File: src/tap_map.svh
// Purpose: constants for the boundary-scan test access port controller
// Assumes: included by the controller and the bench
// Notes:   definitions only
`ifndef TAP_MAP_SVH
`define TAP_MAP_SVH
`define IR_WIDTH        4
`define IR_CAPTURE      4'h1
`define INS_EXTEST      4'h0
`define INS_SAMPLE      4'h1
`define INS_IDCODE      4'h2
`define INS_HIGHZ       4'h3
`define INS_BYPASS      4'hF
`define ID_VERSION      4'h0
`define ID_PART         16'h1234
`define ID_MAKER        11'h055
`define TMS_RESET_COUNT 5
`define SYNC_STAGES     2
`endif

File: src/tap_pkg.sv
// Purpose: types for the test access port controller
// Assumes: nothing
// Notes:   state encoding left to synthesis
package tap_pkg;
  typedef enum logic [3:0] {
    TLR, RTI, SEL_DR, CAP_DR, SH_DR, EX1_DR, PA_DR, EX2_DR, UPD_DR,
    SEL_IR, CAP_IR, SH_IR, EX1_IR, PA_IR, EX2_IR, UPD_IR
  } tap_state_t;
  typedef enum logic [1:0] {
    PATH_BYPASS, PATH_IDENT, PATH_BSCAN
  } dr_path_t;
endpackage

File: src/tap_controller.sv
// Purpose: sixteen-state test access port controller with ir, bypass,
//          identification and boundary-scan data paths
// Assumes: test clock much slower than clock_i (125 ns vs 10 ns)
// Notes:   test pins are sampled by clock_i; edges of test clock are found
//          from the synchronised copy, so all logic runs on clock_i
`timescale 1ns/1ns
`include "tap_map.svh"

// Notes on behaviour
// - five rising test-clock edges with mode select high reach test-logic-reset
// - controller state overrides the queue logic until it is reset
// - state changes only on test-clock rise, steered by mode select, or on test reset
// - test-logic-reset disables all test logic
// - run-test-idle acts only if the instruction asks; none here do
// - select-dr goes to capture-dr or select-ir by mode select
// - select-ir goes to capture-ir or back to reset by mode select
// - capture-ir loads a fixed pattern ending in 01
// - shift-ir shifts one bit per rise between data in and out
// - exit1-ir goes to pause-ir or update-ir
// - pause-ir holds the instruction shift stages
// - exit2-ir goes back to shift-ir or to update-ir
// - update-ir latches the instruction on the falling edge
// - capture-dr loads the selected data register on the rise
// - data-path states mirror the instruction path on the selected register
// - port has clock, mode, data in, active-low reset and data out
// - instruction register is four bits wide
// - decode: 0,1 boundary; 2 identification; 3 float plus bypass; F bypass
// - bypass stage clears to zero in capture-dr when selected
// - 32-bit read-only identification with bit 0 one
module tap_controller
  import tap_pkg::*;
#(
  parameter int BSCAN_LEN = 8
) (
  input  wire logic                 clock_i,
  input  wire logic                 rst_b_i,
  input  wire logic                 tck_i,
  input  wire logic                 tms_i,
  input  wire logic                 tdi_i,
  input  wire logic                 trst_b_i,
  input  wire logic [BSCAN_LEN-1:0] pins_in_i,
  output logic                      tdo_o,
  output logic                      tdo_oe_b_o,
  output logic                      test_active_o,
  output logic                      drive_pins_o,
  output logic                      float_pins_o,
  output logic [BSCAN_LEN-1:0]      pins_out_o
);

  // refused at elaboration: an empty chain leaves the shift path undefined
  if (BSCAN_LEN < 1) begin : g_len_check
    $error("boundary chain length must be at least one");
  end

  // ----------------------------------------------------------------------
  // reset and pin synchronisers
  // ----------------------------------------------------------------------
  logic       rst_s1_q, rst_q;
  logic [3:0] pin_s1_q, pin_s2_q;
  logic       tck_prev_q;

  // release of the system reset through two flops
  always_ff @(posedge clock_i or negedge rst_b_i) begin
    if (!rst_b_i) begin
      rst_s1_q <= 1'b0;
      rst_q    <= 1'b0;
    end else begin
      rst_s1_q <= 1'b1;
      rst_q    <= rst_s1_q;
    end
  end

  // test pins pass two flops; first stage feeds only the second
  always_ff @(posedge clock_i or negedge rst_q) begin
    if (!rst_q) begin
      pin_s1_q   <= 4'h0;
      pin_s2_q   <= 4'h0;
      tck_prev_q <= 1'b0;
    end else begin
      pin_s1_q   <= {trst_b_i, tdi_i, tms_i, tck_i};
      pin_s2_q   <= pin_s1_q;
      tck_prev_q <= pin_s2_q[0];
    end
  end

  wire tck_s   = pin_s2_q[0];
  wire tms_s   = pin_s2_q[1];
  wire tdi_s   = pin_s2_q[2];
  wire trst_s  = ~pin_s2_q[3];
  wire tck_rise = tck_s & ~tck_prev_q;
  wire tck_fall = ~tck_s & tck_prev_q;

  // ----------------------------------------------------------------------
  // state machine
  // ----------------------------------------------------------------------
  tap_state_t state_q, state_d;

  // next state from mode select; every arc of the standard diagram
  always_comb begin
    state_d = state_q;
    case (state_q)
      TLR:    state_d = tms_s ? TLR    : RTI;
      RTI:    state_d = tms_s ? SEL_DR : RTI;
      SEL_DR: state_d = tms_s ? SEL_IR : CAP_DR;
      CAP_DR: state_d = tms_s ? EX1_DR : SH_DR;
      SH_DR:  state_d = tms_s ? EX1_DR : SH_DR;
      EX1_DR: state_d = tms_s ? UPD_DR : PA_DR;
      PA_DR:  state_d = tms_s ? EX2_DR : PA_DR;
      EX2_DR: state_d = tms_s ? UPD_DR : SH_DR;
      UPD_DR: state_d = tms_s ? SEL_DR : RTI;
      SEL_IR: state_d = tms_s ? TLR    : CAP_IR;
      CAP_IR: state_d = tms_s ? EX1_IR : SH_IR;
      SH_IR:  state_d = tms_s ? EX1_IR : SH_IR;
      EX1_IR: state_d = tms_s ? UPD_IR : PA_IR;
      PA_IR:  state_d = tms_s ? EX2_IR : PA_IR;
      EX2_IR: state_d = tms_s ? UPD_IR : SH_IR;
      UPD_IR: state_d = tms_s ? SEL_DR : RTI;
      default: state_d = TLR;
    endcase
  end

  // test reset wins; with no reset the system reset only defines sim state,
  // the host must still reset the port itself
  always_ff @(posedge clock_i or negedge rst_q) begin
    if (!rst_q) begin
      state_q <= TLR;
    end else if (trst_s) begin
      state_q <= TLR;
    end else if (tck_rise) begin
      state_q <= state_d;
    end
  end

  // ----------------------------------------------------------------------
  // instruction register
  // ----------------------------------------------------------------------
  logic [`IR_WIDTH-1:0] ir_sh_q, ir_q;

  always_ff @(posedge clock_i or negedge rst_q) begin
    if (!rst_q) begin
      ir_sh_q <= `IR_CAPTURE;
      ir_q    <= `INS_IDCODE;
    end else if (trst_s || state_q == TLR) begin
      ir_sh_q <= `IR_CAPTURE;
      ir_q    <= `INS_IDCODE;
    end else begin
      if (tck_rise && state_q == CAP_IR)
        ir_sh_q <= `IR_CAPTURE;
      else if (tck_rise && state_q == SH_IR)
        ir_sh_q <= {tdi_s, ir_sh_q[`IR_WIDTH-1:1]};
      // pause and exit states leave the stages alone
      if (tck_fall && state_q == UPD_IR)
        ir_q <= ir_sh_q;
    end
  end

  // decode of the current instruction
  function automatic dr_path_t decode_path(input logic [`IR_WIDTH-1:0] ins);
    case (ins)
      `INS_EXTEST, `INS_SAMPLE: decode_path = PATH_BSCAN;
      `INS_IDCODE:              decode_path = PATH_IDENT;
      default:                  decode_path = PATH_BYPASS;
    endcase
  endfunction

  wire dr_path_t path     = decode_path(ir_q);
  wire           in_reset = (state_q == TLR);
  wire           extest   = ~in_reset & (ir_q == `INS_EXTEST);
  wire           highz    = ~in_reset & (ir_q == `INS_HIGHZ);

  // ----------------------------------------------------------------------
  // data registers
  // ----------------------------------------------------------------------
  localparam logic [31:0] ID_VALUE = {`ID_VERSION, `ID_PART, `ID_MAKER, 1'b1};
  logic                 byp_q;
  logic [31:0]          id_q;
  logic [BSCAN_LEN-1:0] bs_sh_q, bs_upd_q;

  wire cap_dr = tck_rise && state_q == CAP_DR;
  wire sh_dr  = tck_rise && state_q == SH_DR;

  // capture, shift and update per selected path
  always_ff @(posedge clock_i or negedge rst_q) begin
    if (!rst_q) begin
      byp_q    <= 1'b0;
      id_q     <= 32'h00000000;
      bs_sh_q  <= '0;
      bs_upd_q <= '0;
    end else begin
      if (path == PATH_BYPASS) begin
        if (cap_dr) byp_q <= 1'b0;
        else if (sh_dr) byp_q <= tdi_s;
      end
      if (path == PATH_IDENT) begin
        if (cap_dr) id_q <= ID_VALUE;
        else if (sh_dr) id_q <= {tdi_s, id_q[31:1]};
      end
      if (path == PATH_BSCAN) begin
        if (cap_dr) bs_sh_q <= pins_in_i;
        else if (sh_dr) bs_sh_q <= {tdi_s, bs_sh_q[BSCAN_LEN-1:1]};
        if (tck_fall && state_q == UPD_DR)
          bs_upd_q <= bs_sh_q;
      end
    end
  end

  // serial out source
  wire dr_bit = (path == PATH_IDENT) ? id_q[0] :
                (path == PATH_BSCAN) ? bs_sh_q[0] : byp_q;
  wire shifting = (state_q == SH_IR) || (state_q == SH_DR);

  // ----------------------------------------------------------------------
  // outputs, all from flops
  // ----------------------------------------------------------------------
  // data out moves on the falling edge, so the host samples a stable bit
  always_ff @(posedge clock_i or negedge rst_q) begin
    if (!rst_q) begin
      tdo_o         <= 1'b0;
      tdo_oe_b_o    <= 1'b1;
      test_active_o <= 1'b0;
      drive_pins_o  <= 1'b0;
      float_pins_o  <= 1'b0;
      pins_out_o    <= '0;
    end else begin
      if (tck_fall) begin
        tdo_o      <= (state_q == SH_IR) ? ir_sh_q[0] : dr_bit;
        tdo_oe_b_o <= ~shifting;
      end
      if (trst_s) tdo_oe_b_o <= 1'b1;
      // run-test-idle needs no action: no self test instruction exists
      test_active_o <= extest | highz;
      drive_pins_o  <= extest;
      float_pins_o  <= highz;
      pins_out_o    <= bs_upd_q;
    end
  end

  // ----------------------------------------------------------------------
  // checks
  // ----------------------------------------------------------------------
  logic [2:0] ones_q;
  always_ff @(posedge clock_i or negedge rst_q) begin
    if (!rst_q) ones_q <= 3'h0;
    else if (tck_rise) ones_q <= tms_s ? ((ones_q == 3'h5) ? ones_q : ones_q + 3'h1) : 3'h0;
  end

  property p_five_ones;
    @(posedge clock_i) disable iff (!rst_q)
      (ones_q == 3'h5) |-> (state_q == TLR);
  endproperty
  a_five_ones: assert property (p_five_ones) else $error("no reset after five ones");

  property p_steady;
    @(posedge clock_i) disable iff (!rst_q)
      (!tck_rise && !trst_s) |=> $stable(state_q);
  endproperty
  a_steady: assert property (p_steady) else $error("state moved off a rise");

  property p_sel_dr;
    @(posedge clock_i) disable iff (!rst_q || trst_s)
      (tck_rise && state_q == SEL_DR && !tms_s) |=> (state_q == CAP_DR);
  endproperty
  a_sel_dr: assert property (p_sel_dr) else $error("select-dr arc wrong");

  property p_sel_ir;
    @(posedge clock_i) disable iff (!rst_q || trst_s)
      (tck_rise && state_q == SEL_IR && tms_s) |=> (state_q == TLR);
  endproperty
  a_sel_ir: assert property (p_sel_ir) else $error("select-ir arc wrong");

  property p_cap_ir;
    @(posedge clock_i) disable iff (!rst_q || trst_s)
      (tck_rise && state_q == CAP_IR) |=> (ir_sh_q[1:0] == 2'b01);
  endproperty
  a_cap_ir: assert property (p_cap_ir) else $error("ir capture pattern wrong");

  property p_pause_ir;
    @(posedge clock_i) disable iff (!rst_q || trst_s)
      (state_q == PA_IR) |=> $stable(ir_sh_q);
  endproperty
  a_pause_ir: assert property (p_pause_ir) else $error("ir moved in pause");

  property p_byp;
    @(posedge clock_i) disable iff (!rst_q || trst_s)
      (cap_dr && path == PATH_BYPASS) |=> !byp_q;
  endproperty
  a_byp: assert property (p_byp) else $error("bypass not cleared");

  property p_tdo_off;
    @(posedge clock_i) disable iff (!rst_q)
      (tck_fall && !shifting) |=> tdo_oe_b_o;
  endproperty
  a_tdo_off: assert property (p_tdo_off) else $error("data out driven outside shift");

  property p_trst;
    @(posedge clock_i) disable iff (!rst_q)
      trst_s |=> (state_q == TLR && ir_q == `INS_IDCODE);
  endproperty
  a_trst: assert property (p_trst) else $error("test reset ignored");

  c_ir_update: cover property (@(posedge clock_i) tck_fall && state_q == UPD_IR);
  c_dr_shift:  cover property (@(posedge clock_i) sh_dr && path == PATH_IDENT);
  c_pause_dr:  cover property (@(posedge clock_i) state_q == PA_DR);
  c_extest:    cover property (@(posedge clock_i) drive_pins_o);

endmodule

File: config.mk
export PLATFORM = sky130hd
export DESIGN_NAME = tap_controller
export DESIGN_NICKNAME = d
export VERILOG_FILES = /design/src/tap_pkg.sv /design/src/tap_controller.sv
export VERILOG_INCLUDE_DIRS = /design/src
export SDC_FILE = /design/constraint.sdc
export NUM_CORES = 1
export LEC_CHECK = 0
export BUFFER_PORTS_ARGS = -buffer_cell sky130_fd_sc_hd__buf_2
export CAP_MARGIN = 20
export CORE_ASPECT_RATIO = 2
export CORE_UTILIZATION = 35
export DETAILED_ROUTE_END_ITERATION = 16
export SLEW_MARGIN = 20
export SYNTH_ARGS = -nofsm -noshare
export SYNTH_HDL_FRONTEND = slang
export SYNTH_SLANG_ARGS = --single-unit
export TNS_END_PERCENT = 5
File: constraint.sdc
create_clock -name clock_i -period 6 [get_ports clock_i]
set_input_delay 1.2 -clock clock_i [delete_from_list [all_inputs] [get_ports clock_i]]
set_output_delay 1.2 -clock clock_i [all_outputs]
set_load 0.05 [all_outputs]
== Word-level counts from Yosys, hierarchy flattened ==
Index checks and enable logic that the tools add are counted.
Operators by class
  bitwise operators: 10
  equality and inequality tests: 22
  reductions and logical operators: 22
  multiplexer cells: 32
Operators by type and width (number)
  32-bit 2-to-1 mux: 2
  4-bit case mux with 12 select lines: 1
  4-bit 2-to-1 mux: 11
  4-bit == test (second input constant): 8
  4-bit by 2-bit == test with 1-bit output (second input constant): 4
  4-bit by 3-bit == test with 1-bit output (second input constant): 4
  8-bit 2-to-1 mux: 2
  1-bit 2-to-1 mux: 10
  4-bit by 1-bit == test with 1-bit output (second input constant): 2
  4-bit zero test: 2
  2-bit AND reduction: 4
  1-bit logical AND: 6
  2-bit 2-to-1 mux: 3
  3-bit 2-to-1 mux: 2
  2-bit OR reduction: 3
  1-bit NOT: 5
  1-bit bitwise AND: 4
  2-bit by 1-bit inequality test with 1-bit output (second input constant): 2
  2-bit case mux with 2 select lines: 1
  2-bit nonzero test: 2
  3-bit nonzero test: 1
  3-bit OR reduction: 1
  2-bit by 1-bit == test with 1-bit output (second input constant): 1
  2-bit == test (second input constant): 1
  3 further kinds: 4
Word-level totals
  word-level logic and storage cells: 104
  output and inout port bits: 13
  input port bits: 14
  register bits after elaboration: 85

== Logic depth before layout (Yosys ltp) ==
Gate-level depths: netlist of run 1.
  depth in word-level cells: 7
  gate-level depth with buffers: 7
  mapped depth without buffers: 4

== Worst setup path after synthesis of run 1 ==
No wires, ideal clock.
  kind: reg2out
  start point: register tdo_oe_b_o
  end point: output port tdo_oe_b_o
  data required time: 4.800 ns
  buffers on the path: 0
  stages on the path, launching flop included: 1
  slack: 4.137 ns
  data arrival time: 0.663 ns
  path through: dfstp_2
RTL lines
  start: declaration: line tap_controller.sv:43  | output logic tdo_oe_b_o,
  start signal: assignment: line tap_controller.sv:227  | tdo_oe_b_o <= ~shifting;
No word-level cell between the ends.

== Final worst setup path of run 1 ==
  start point: register pin_s2_q[0]
  end point: register id_q[31]
Between the ends
  word-level cells in the longest chain between the ends: 4
  elaborated cells on any way between the ends: 6
  classes of those cells: mux (1); bitwise (1); reduce/logical (4)
RTL lines
  start: declaration: line tap_controller.sv:59  | logic [3:0] pin_s1_q, pin_s2_q;
  start signal: assignment: line tap_controller.sv:81  | pin_s2_q <= pin_s1_q;
  1-bit bitwise AND *: line tap_controller.sv:90  | wire tck_rise = tck_s & ~tck_prev_q;
  1-bit logical AND (on tied branches): line tap_controller.sv:179, tap_controller.sv:180
  2-bit nonzero test (no source line)
  2-bit AND reduction (no source line)
  end signal: assignment: line tap_controller.sv:196  | else if (sh_dr) id_q <= {tdi_s, id_q[31:1]};
  end: declaration: line tap_controller.sv:176  | logic [31:0] id_q;
Every way passes the cells marked *; elsewhere a longest branch is shown, timed or not.
A chain may end at the register's enable or synchronous reset.

==> results of run 1 <==
[power by group through the flow]
stage | clock network [W] | registers [W] | logic, W
after floorplan | 0 | 0.000601 | 0.0000162
after global placement | 0 | 0.000606 | 0.0000220
after detailed placement | 0 | 0.000607 | 0.0000224
after CTS | 0.000638 | 0.000596 | 0.0000226
after global routing | 0.000665 | 0.000590 | 0.0000354
final | 0.000623 | 0.000589 | 0.0000312
[worst max-delay path by stage]
stage / startpoint / end / slack [ps] / cells after the start
2_1_floorplan: rst_q / bs_sh_q[0] / 3460 / 0
3_3_place_gp: pin_s2_q[0] / id_q[31] / 3540 / 4
3_5_place_dp: pin_s2_q[0] / id_q[31] / 3490 / 4
4_1_cts: pin_s2_q[0] / id_q[31] / 3460 / 4
5_1_grt: pin_s2_q[0] / id_q[31] / 3210 / 4
6_report: pin_s2_q[0] / id_q[31] / 3500 / 4
[routing by layer]
metal	vias to the layer above	GRT usage [%]	wire length (um)
met5	-	0	0
met1	1170	16.0	2640
met4	0	8.50	190
met3	12	3.88	172
met2	35	25.0	3640
li1	1155	-	-
[sequential cells by signal (all words and copies together), names as in the netlist]
signal	flops
id_q	32
bs_sh_q	8
bs_upd_q	8
pins_out_o	8
ir_q	4
ir_sh_q	4
pin_s1_q	4
pin_s2_q	4
state_q	4
byp_q	1
drive_pins_o	1
float_pins_o	1
rst_q	1
rst_s1_q	1
tck_prev_q	1
tdo_o	1
tdo_oe_b_o	1
test_active_o	1
[cells by family (layout without fill, tap and decap cells)]
| logic type | Yosys count | count (layout) | synth area share, % |
|---|---|---|---|
| simple gates | 131 | 131 | 17.5 |
| flops | 85 | 85 | 59.7 |
| compound gates | 67 | 67 | 11.9 |
| mux | 23 | 23 | 6.80 |
| buf+inv | 22 | 47 | 3.82 |
| other cells | 1 | 1 | 0.105 |
| xor+xnor | 1 | 1 | 0.245 |
[metrics by stage]
stage	instances	power, W
after floorplan	330	0.000617
after global placement	470	0.000628
after detailed placement	470	0.000629
after CTS	486	0.00126
after global routing	487	0.00129
final	487	0.00124
[cells in the final DEF, fill, tap and decap left out, drive strengths merged, types with 3 or more instances in the layout]
cell | Yosys | final
mux2i | 13 | 13
nor3b | 3 | 3
mux2 | 10 | 10
nor2 | 21 | 21
nor2b | 3 | 3
inv | 3 | 3
nand3 | 9 | 9
buf | 16 | 28
a21oi | 10 | 10
nand2 | 73 | 73
o21ai | 45 | 45
dfrtp | 82 | 82
dfstp | 3 | 3
clkbuf | 3 | 13
nor3 | 3 | 3
and3 | 4 | 4
[final cells by class]
| class | instances | area [um^2] | area share [%] |
|---|---|---|---|
| flip-flops and latches | 85 | 2130 | 51.8 |
| multi-input cells | 223 | 1300 | 31.6 |
| clock buffers | 13 | 280 | 6.80 |
| repair buffers | 28 | 165 | 4.00 |
| well taps | 132 | 165 | 4.00 |
| clock inverters | 3 | 65.1 | 1.58 |
| inverters | 3 | 11.3 | 0.273 |
==> results.py, run 1 <==
metrics = {
    "worst_setup_path": {
        "endpoint_kind": "flip-flop",
        "worstReg2RegEnd": "id_q[31]",
        "slowest_delay_ps": 770,
        "worst-path-buf-inv": 0,
        "path_delay_family": "simple AND/OR/NAND/NOR gates",
        "crit_required_ps": 6210,
        "reg2reg_slack_ps": 3500,
        "cpMaxStageDelayCell": "nand4_1",
        "crit_type": "flip-flop to flip-flop",
        "arrival_ps": 2710,
        "r2r_cells": 4,
        "rr_startpoint": "pin_s2_q[0]",
        "start_kind": "flip-flop",
        "critPathMaxFanout": 22,
        "path_cells": "nor2b_1 -> nand4_1 -> and2_1 -> mux2_1",
    },
    "die": {
        "die_w_um": 73.4,
        "core_region_area_um2": 9830,
        "dieHeight_um": 145,
        "start_util_pct": 36.3,
        "dieArea_um2": 10600,
        "rows": 51,
        "io_pins": 27,
    },
    "drt": {
        "drtIter0Drc": 136,
        "firstDrtPassIters": 4,
        "avgRoutedWirePerCell_um": 13.6,
        "antenna_left": 0,
        "vias": 2372,
        "detail_route.vias_per_cell": 4.87,
        "drt-total-wl_mm": 6.64,
        "drc": 0,
    },
    "yosys": {
        "synth-seq-area-share_pct": 59.7,
        "synthTopCellsByCount": "dfrtp_1 (82), nand2_1 (73), o21ai_1 (24)",
        "netlist_top_cells_area": "dfrtp_1 (57%), nand2_1 (7.7%), mux2i_1 (3.6%), o21ai_1 (3.4%), mux2_2 (2.8%)",
        "synth_top_cell_area_share_pct": 57.5,
        "synth_top_flop_cell": "dfrtp_1",
        "yosysWarnings": 0,
        "synth.most_common_cell": "dfrtp_1",
        "synth_nets": 344,
        "syn_area_um2": 3570,
        "synth_edf_count": 0,
        "synth_cell_types": 51,
        "syn_inst": 330,
        "async_reset_ff_share_pct": 100,
        "synth-seq-cells": 85,
        "yosys.area.top_type": "dfrtp_1",
        "avgSynthCellArea_um2": 10.8,
    },
    "sta": {
        "worst_hold_slack_ps": 255,
        "fin_ws_ps": 3500,
        "setup_tns_ps": 0,
        "timing.final.crit_share_pct": 41.7,
        "final_max_slew_viol_count": 0,
        "slew_headroom_pct": 40.4,
        "final.setup_skew_ps": 6.75,
        "rsz0062_at_grt": "false",
        "max_freq_mhz": 400,
        "period_minus_slack_ps": 2500,
        "worst_pin_slew_ps": 894,
        "final-hold-violation-count": 0,
        "setup_violations": 0,
    },
    "power_and_ir_drop": {
        "p_leak_nw": 1.70,
        "p_switching_w": 0.000244,
        "pwr-share-comb_pct": 2.5,
        "power_density_nw_per_um2": 302,
        "p_sw_share_pct": 19.6,
        "power_frac_clock_pct": 50.1,
        "vdd_drop_max_v": 0.000133,
        "intPower_w": 0.000999,
        "p_seq_share_pct": 47.4,
    },
    "grt": {
        "grt_pass1_wl_mm": 11.5,
        "grt_pass1_vias": 2407,
        "antenna_found_initial": 0,
        "grt_use_total_pct": 14.6,
        "grt_max_degree": 84,
        "grt-ovfl-total": 0,
    },
    "clock_tree": {
        "cts_inserted_buffers": 9,
        "root_buffer": "clkbuf_16",
        "cts_tree": "done",
        "clkLatencyLatePin_ps": 330,
        "ctsHtreeMaxLevel": 3,
        "cts-resized-gates": 0,
        "ctsHoldBuffers": 0,
        "clk_pin_slew_ps": 60,
        "cts_sinks": 85,
        "clockBufferDepth": 2,
        "cts_setup_buffers": 0,
    },
    "cells_and_area": {
        "fin_area_um2": 4120,
        "antenna_cells": 0,
        "final_nets": 364,
        "area_growth_pct": 15.5,
        "drive_above_1_share_pct": 21.4,
        "nFillCells": 972,
        "final_util_pct": 42.0,
    },
    "run_status": {
        "status": "finished, final reports clean",
    },
    "job": {
        "drv_cap": 0,
    },
    "placement": {
        "io_buffers": 26,
        "pre_cts_slack_ps": 3490,
        "place_area_um2": 3750,
        "dp_hpwl_mm": 4.48,
        "finalWeightedCongestion": 0.807,
    },
    "hold_path": {
        "hold_class": "flip-flop to async pin",
    },
}
Power figures use the tool's default switching activity.
==> inputs of run 2 (changes only) <==
--- a/config.mk
+++ b/config.mk
@@ -6,6 +6,7 @@
 export SDC_FILE = /design/constraint.sdc
 export NUM_CORES = 1
 export LEC_CHECK = 0
+export ABC_AREA = 1
 export BUFFER_PORTS_ARGS = -buffer_cell sky130_fd_sc_hd__buf_2
 export CAP_MARGIN = 20
 export CORE_ASPECT_RATIO = 2
==> constraint.sdc (replaced) <==
create_clock -name clock_i -period 2.2 [get_ports clock_i]
set_input_delay 0.44 -clock clock_i [delete_from_list [all_inputs] [get_ports clock_i]]
set_output_delay 0.44 -clock clock_i [all_outputs]
set_load 0.05 [all_outputs]
==> results.py, run 2 <==
metrics = {
    "sta": {
        "timing.final.crit_share_pct": 80.9,
        "max_freq_mhz": 562,
        "fin_ws_ps": 421,
        "setup_violations": 0,
        "final.setup_skew_ps": 10.4,
        "final-hold-violation-count": 0,
        "setup_tns_ps": 0,
        "final_max_slew_viol_count": 0,
        "period_minus_slack_ps": 1780,
        "rsz0062_at_grt": "false",
    },
    "cells_and_area": {
        "largest_reg_flops": 32,
        "final_nets": 448,
        "largest_register": "id_q",
        "area_growth_pct": 16.8,
        "drive_above_1_share_pct": 14.6,
        "final_cells": 574,
        "final_common_cell": "nand2_1",
        "antenna_cells": 0,
        "nFillCells": 983,
        "final_cell_mix": "nand2_1 (132), dfrtp_1 (81), o21ai_0 (48)",
        "multi_input_area_um2": 1210,
        "seqCellArea_um2": 2130,
        "fin_area_um2": 4220,
    },
    "placement": {
        "place_area_um2": 3860,
        "finalWeightedCongestion": 0.888,
        "pre_cts_slack_ps": 438,
        "dp_cells": 557,
        "io_buffers": 26,
        "dp_hpwl_mm": 5.04,
    },
    "job": {
        "drv_cap": 0,
    },
    "worst_setup_path": {
        "start_kind": "flip-flop",
        "crit_required_ps": 2450,
        "worst-path-buf-inv": 1,
        "worstReg2RegEnd": "id_q[15]",
        "cpMaxStageDelayCell": "dfrtp_1",
        "rr_startpoint": "state_q[3]",
        "critPathMaxFanout": 25,
        "endpoint_kind": "flip-flop",
        "path_delay_family": "simple AND/OR/NAND/NOR gates",
        "slowest_delay_ps": 470,
        "crit_type": "flip-flop to flip-flop",
        "arrival_ps": 2030,
        "path_cells": "nor2_2 -> nand2_2 -> nand2_2 -> nand2_4 -> nor2_8 -> buf_12 -> nand3_1 -> o21ai_0",
        "path_common_cell": "nand2_2",
        "r2r_cells": 8,
        "reg2reg_slack_ps": 420,
    },
    "grt": {
        "grt_use_total_pct": 15.1,
        "grt_max_degree": 48,
        "grt_pass1_vias": 2720,
        "grt_pass1_wl_mm": 12.3,
        "grt-ovfl-total": 0,
        "antenna_found_initial": 0,
    },
    "drt": {
        "drc": 0,
        "antenna_left": 0,
        "vias": 2691,
        "firstDrtPassIters": 4,
        "drt-total-wl_mm": 7.05,
        "avgRoutedWirePerCell_um": 12.3,
        "detail_route.vias_per_cell": 4.69,
        "drtIter0Drc": 119,
    },
    "clock_tree": {
        "clkLatencyLatePin_ps": 340,
        "cts-resized-gates": 0,
        "cts_inserted_buffers": 9,
        "ctsHtreeMaxLevel": 3,
        "cts_tree": "done",
        "root_buffer": "clkbuf_16",
        "cts_sinks": 85,
        "clk_pin_slew_ps": 60,
        "clockBufferDepth": 2,
    },
    "yosys": {
        "syn_inst": 405,
        "async_reset_ff_share_pct": 100,
        "synth_cell_types": 28,
        "yosysWarnings": 0,
        "netlist_top_cells_area": "dfrtp_1 (57%), nand2_1 (14%), o21ai_0 (6.6%), nand3_1 (5.4%), inv_1 (4.2%)",
        "synth_top_flop_cell": "dfrtp_1",
        "synth_edf_count": 0,
        "synth-seq-cells": 85,
        "synthTopCellsByCount": "nand2_1 (132), dfrtp_1 (82), o21ai_0 (48)",
        "synth.most_common_cell": "nand2_1",
        "syn_area_um2": 3610,
        "synth_nets": 419,
        "synth-seq-area-share_pct": 59.0,
        "avgSynthCellArea_um2": 8.92,
        "yosys.area.top_type": "dfrtp_1",
        "synth_top_cell_area_share_pct": 56.8,
    },
    "die": {
        "dieHeight_um": 146,
        "core_region_area_um2": 10100,
        "dieArea_um2": 10800,
        "io_pins": 27,
        "rows": 52,
        "start_util_pct": 35.8,
        "die_w_um": 73.8,
    },
    "power_and_ir_drop": {
        "p_leak_nw": 2.10,
        "power_density_nw_per_um2": 818,
        "vdd_drop_max_v": 0.000370,
    },
    "hold_path": {
        "holdPathEnd": "pin_s1_q[2]",
        "hold_class": "input pin to flip-flop",
        "min_path_cells": 1,
        "holdCritStartpoint": "tdi_i",
    },
    "run_status": {
        "status": "finished, final reports clean",
    },
}
run 2: cell types whose count changed in the layout (fill, tap and decap cells not counted), sizes merged, moves of 3 or more:
cell    change
inv        +44
nand4       +3
nand2      +63
mux2       -10
nor2        +3
a21oi       -7
nand3      +30
clkbuf      -4
nor2b       -3
o21ai       +4
nor3b       -3
mux2i      -13
and3        -4
run 2: how the worst max path moves through the flow:
| stage | slack, ps | cells after the start | endpoint | start |
|---|---|---|---|---|
| finish | 420 | 8 | id_q[15] | state_q[3] |
| floorplan | 750 | 9 | id_q[10] | state_q[3] |
| global placement | 490 | 8 | id_q[31] | state_q[3] |
| detailed placement | 440 | 8 | id_q[31] | state_q[3] |
| CTS | 430 | 8 | id_q[15] | state_q[3] |
| global route | 260 | 8 | id_q[15] | state_q[3] |
run 2: stage by stage:
stage	utilization (%)	hold slack, ps	power, W
floorplan	-	144	0.00167
detailed placement	38.3	227	0.00171
global route	41.9	200	0.00358
CTS	41.9	195	0.00350
finish	41.9	206	0.00346
global placement	38.3	225	0.00171
run 2: where the power goes:
part	switching, W	leakage [nW]	internal, W
Sequential	0.0000222	1.03	0.00158
Clock	0.000650	0.173	0.00113
Combinational	0.0000543	0.902	0.0000227
run 2: kinds of logic (layout without fill, tap and decap cells):
group,Yosys count,after routing,share of synthesized area (%)
flip-flops,85,85,59.0
other,1,1,0.104
AO/OA/AOI/OAI,55,55,7.76
buffers and inverters,56,90,7.65
AND/OR/NAND/NOR,208,208,25.5
run 2: layout make-up:
type	count	area share [%]
Sequential cell	85	50.6
Multi-Input combinational cell	264	28.6
Clock buffer	9	5.33
Timing Repair Buffer	31	4.62
Tap cell	135	4.00
Inverter	43	3.88
Clock inverter	7	3.02
run 2: layer usage:
| metal | part of all wire [%] | vias up | wire, um | GRT usage (%) |
|---|---|---|---|---|
| met4 | 5.9 | 0 | 414 | 10.7 |
| met3 | 2.5 | 32 | 175 | 3.32 |
| met5 | 0 | - | 0 | 0 |
| met1 | 39 | 1268 | 2780 | 16.4 |
| met2 | 52 | 46 | 3680 | 25.0 |
| li1 | - | 1345 | - | - |
run 2: timing repair:
item | CTS | global route
hold endpoints to repair | 2 | 0
endpoints found under the setup margin | 0 | 0
hold buffers | 1 | 0
buffers inserted | 0 | 0
run 2: worst register-to-register path, stage by stage (launching register included):
cell     delay, ps
dfrtp_1        470
nor2_2         280
nand2_2        130
nand2_2        120
nand2_4         80
nor2_8         240
buf_12         200
nand3_1         70
o21ai_0        100
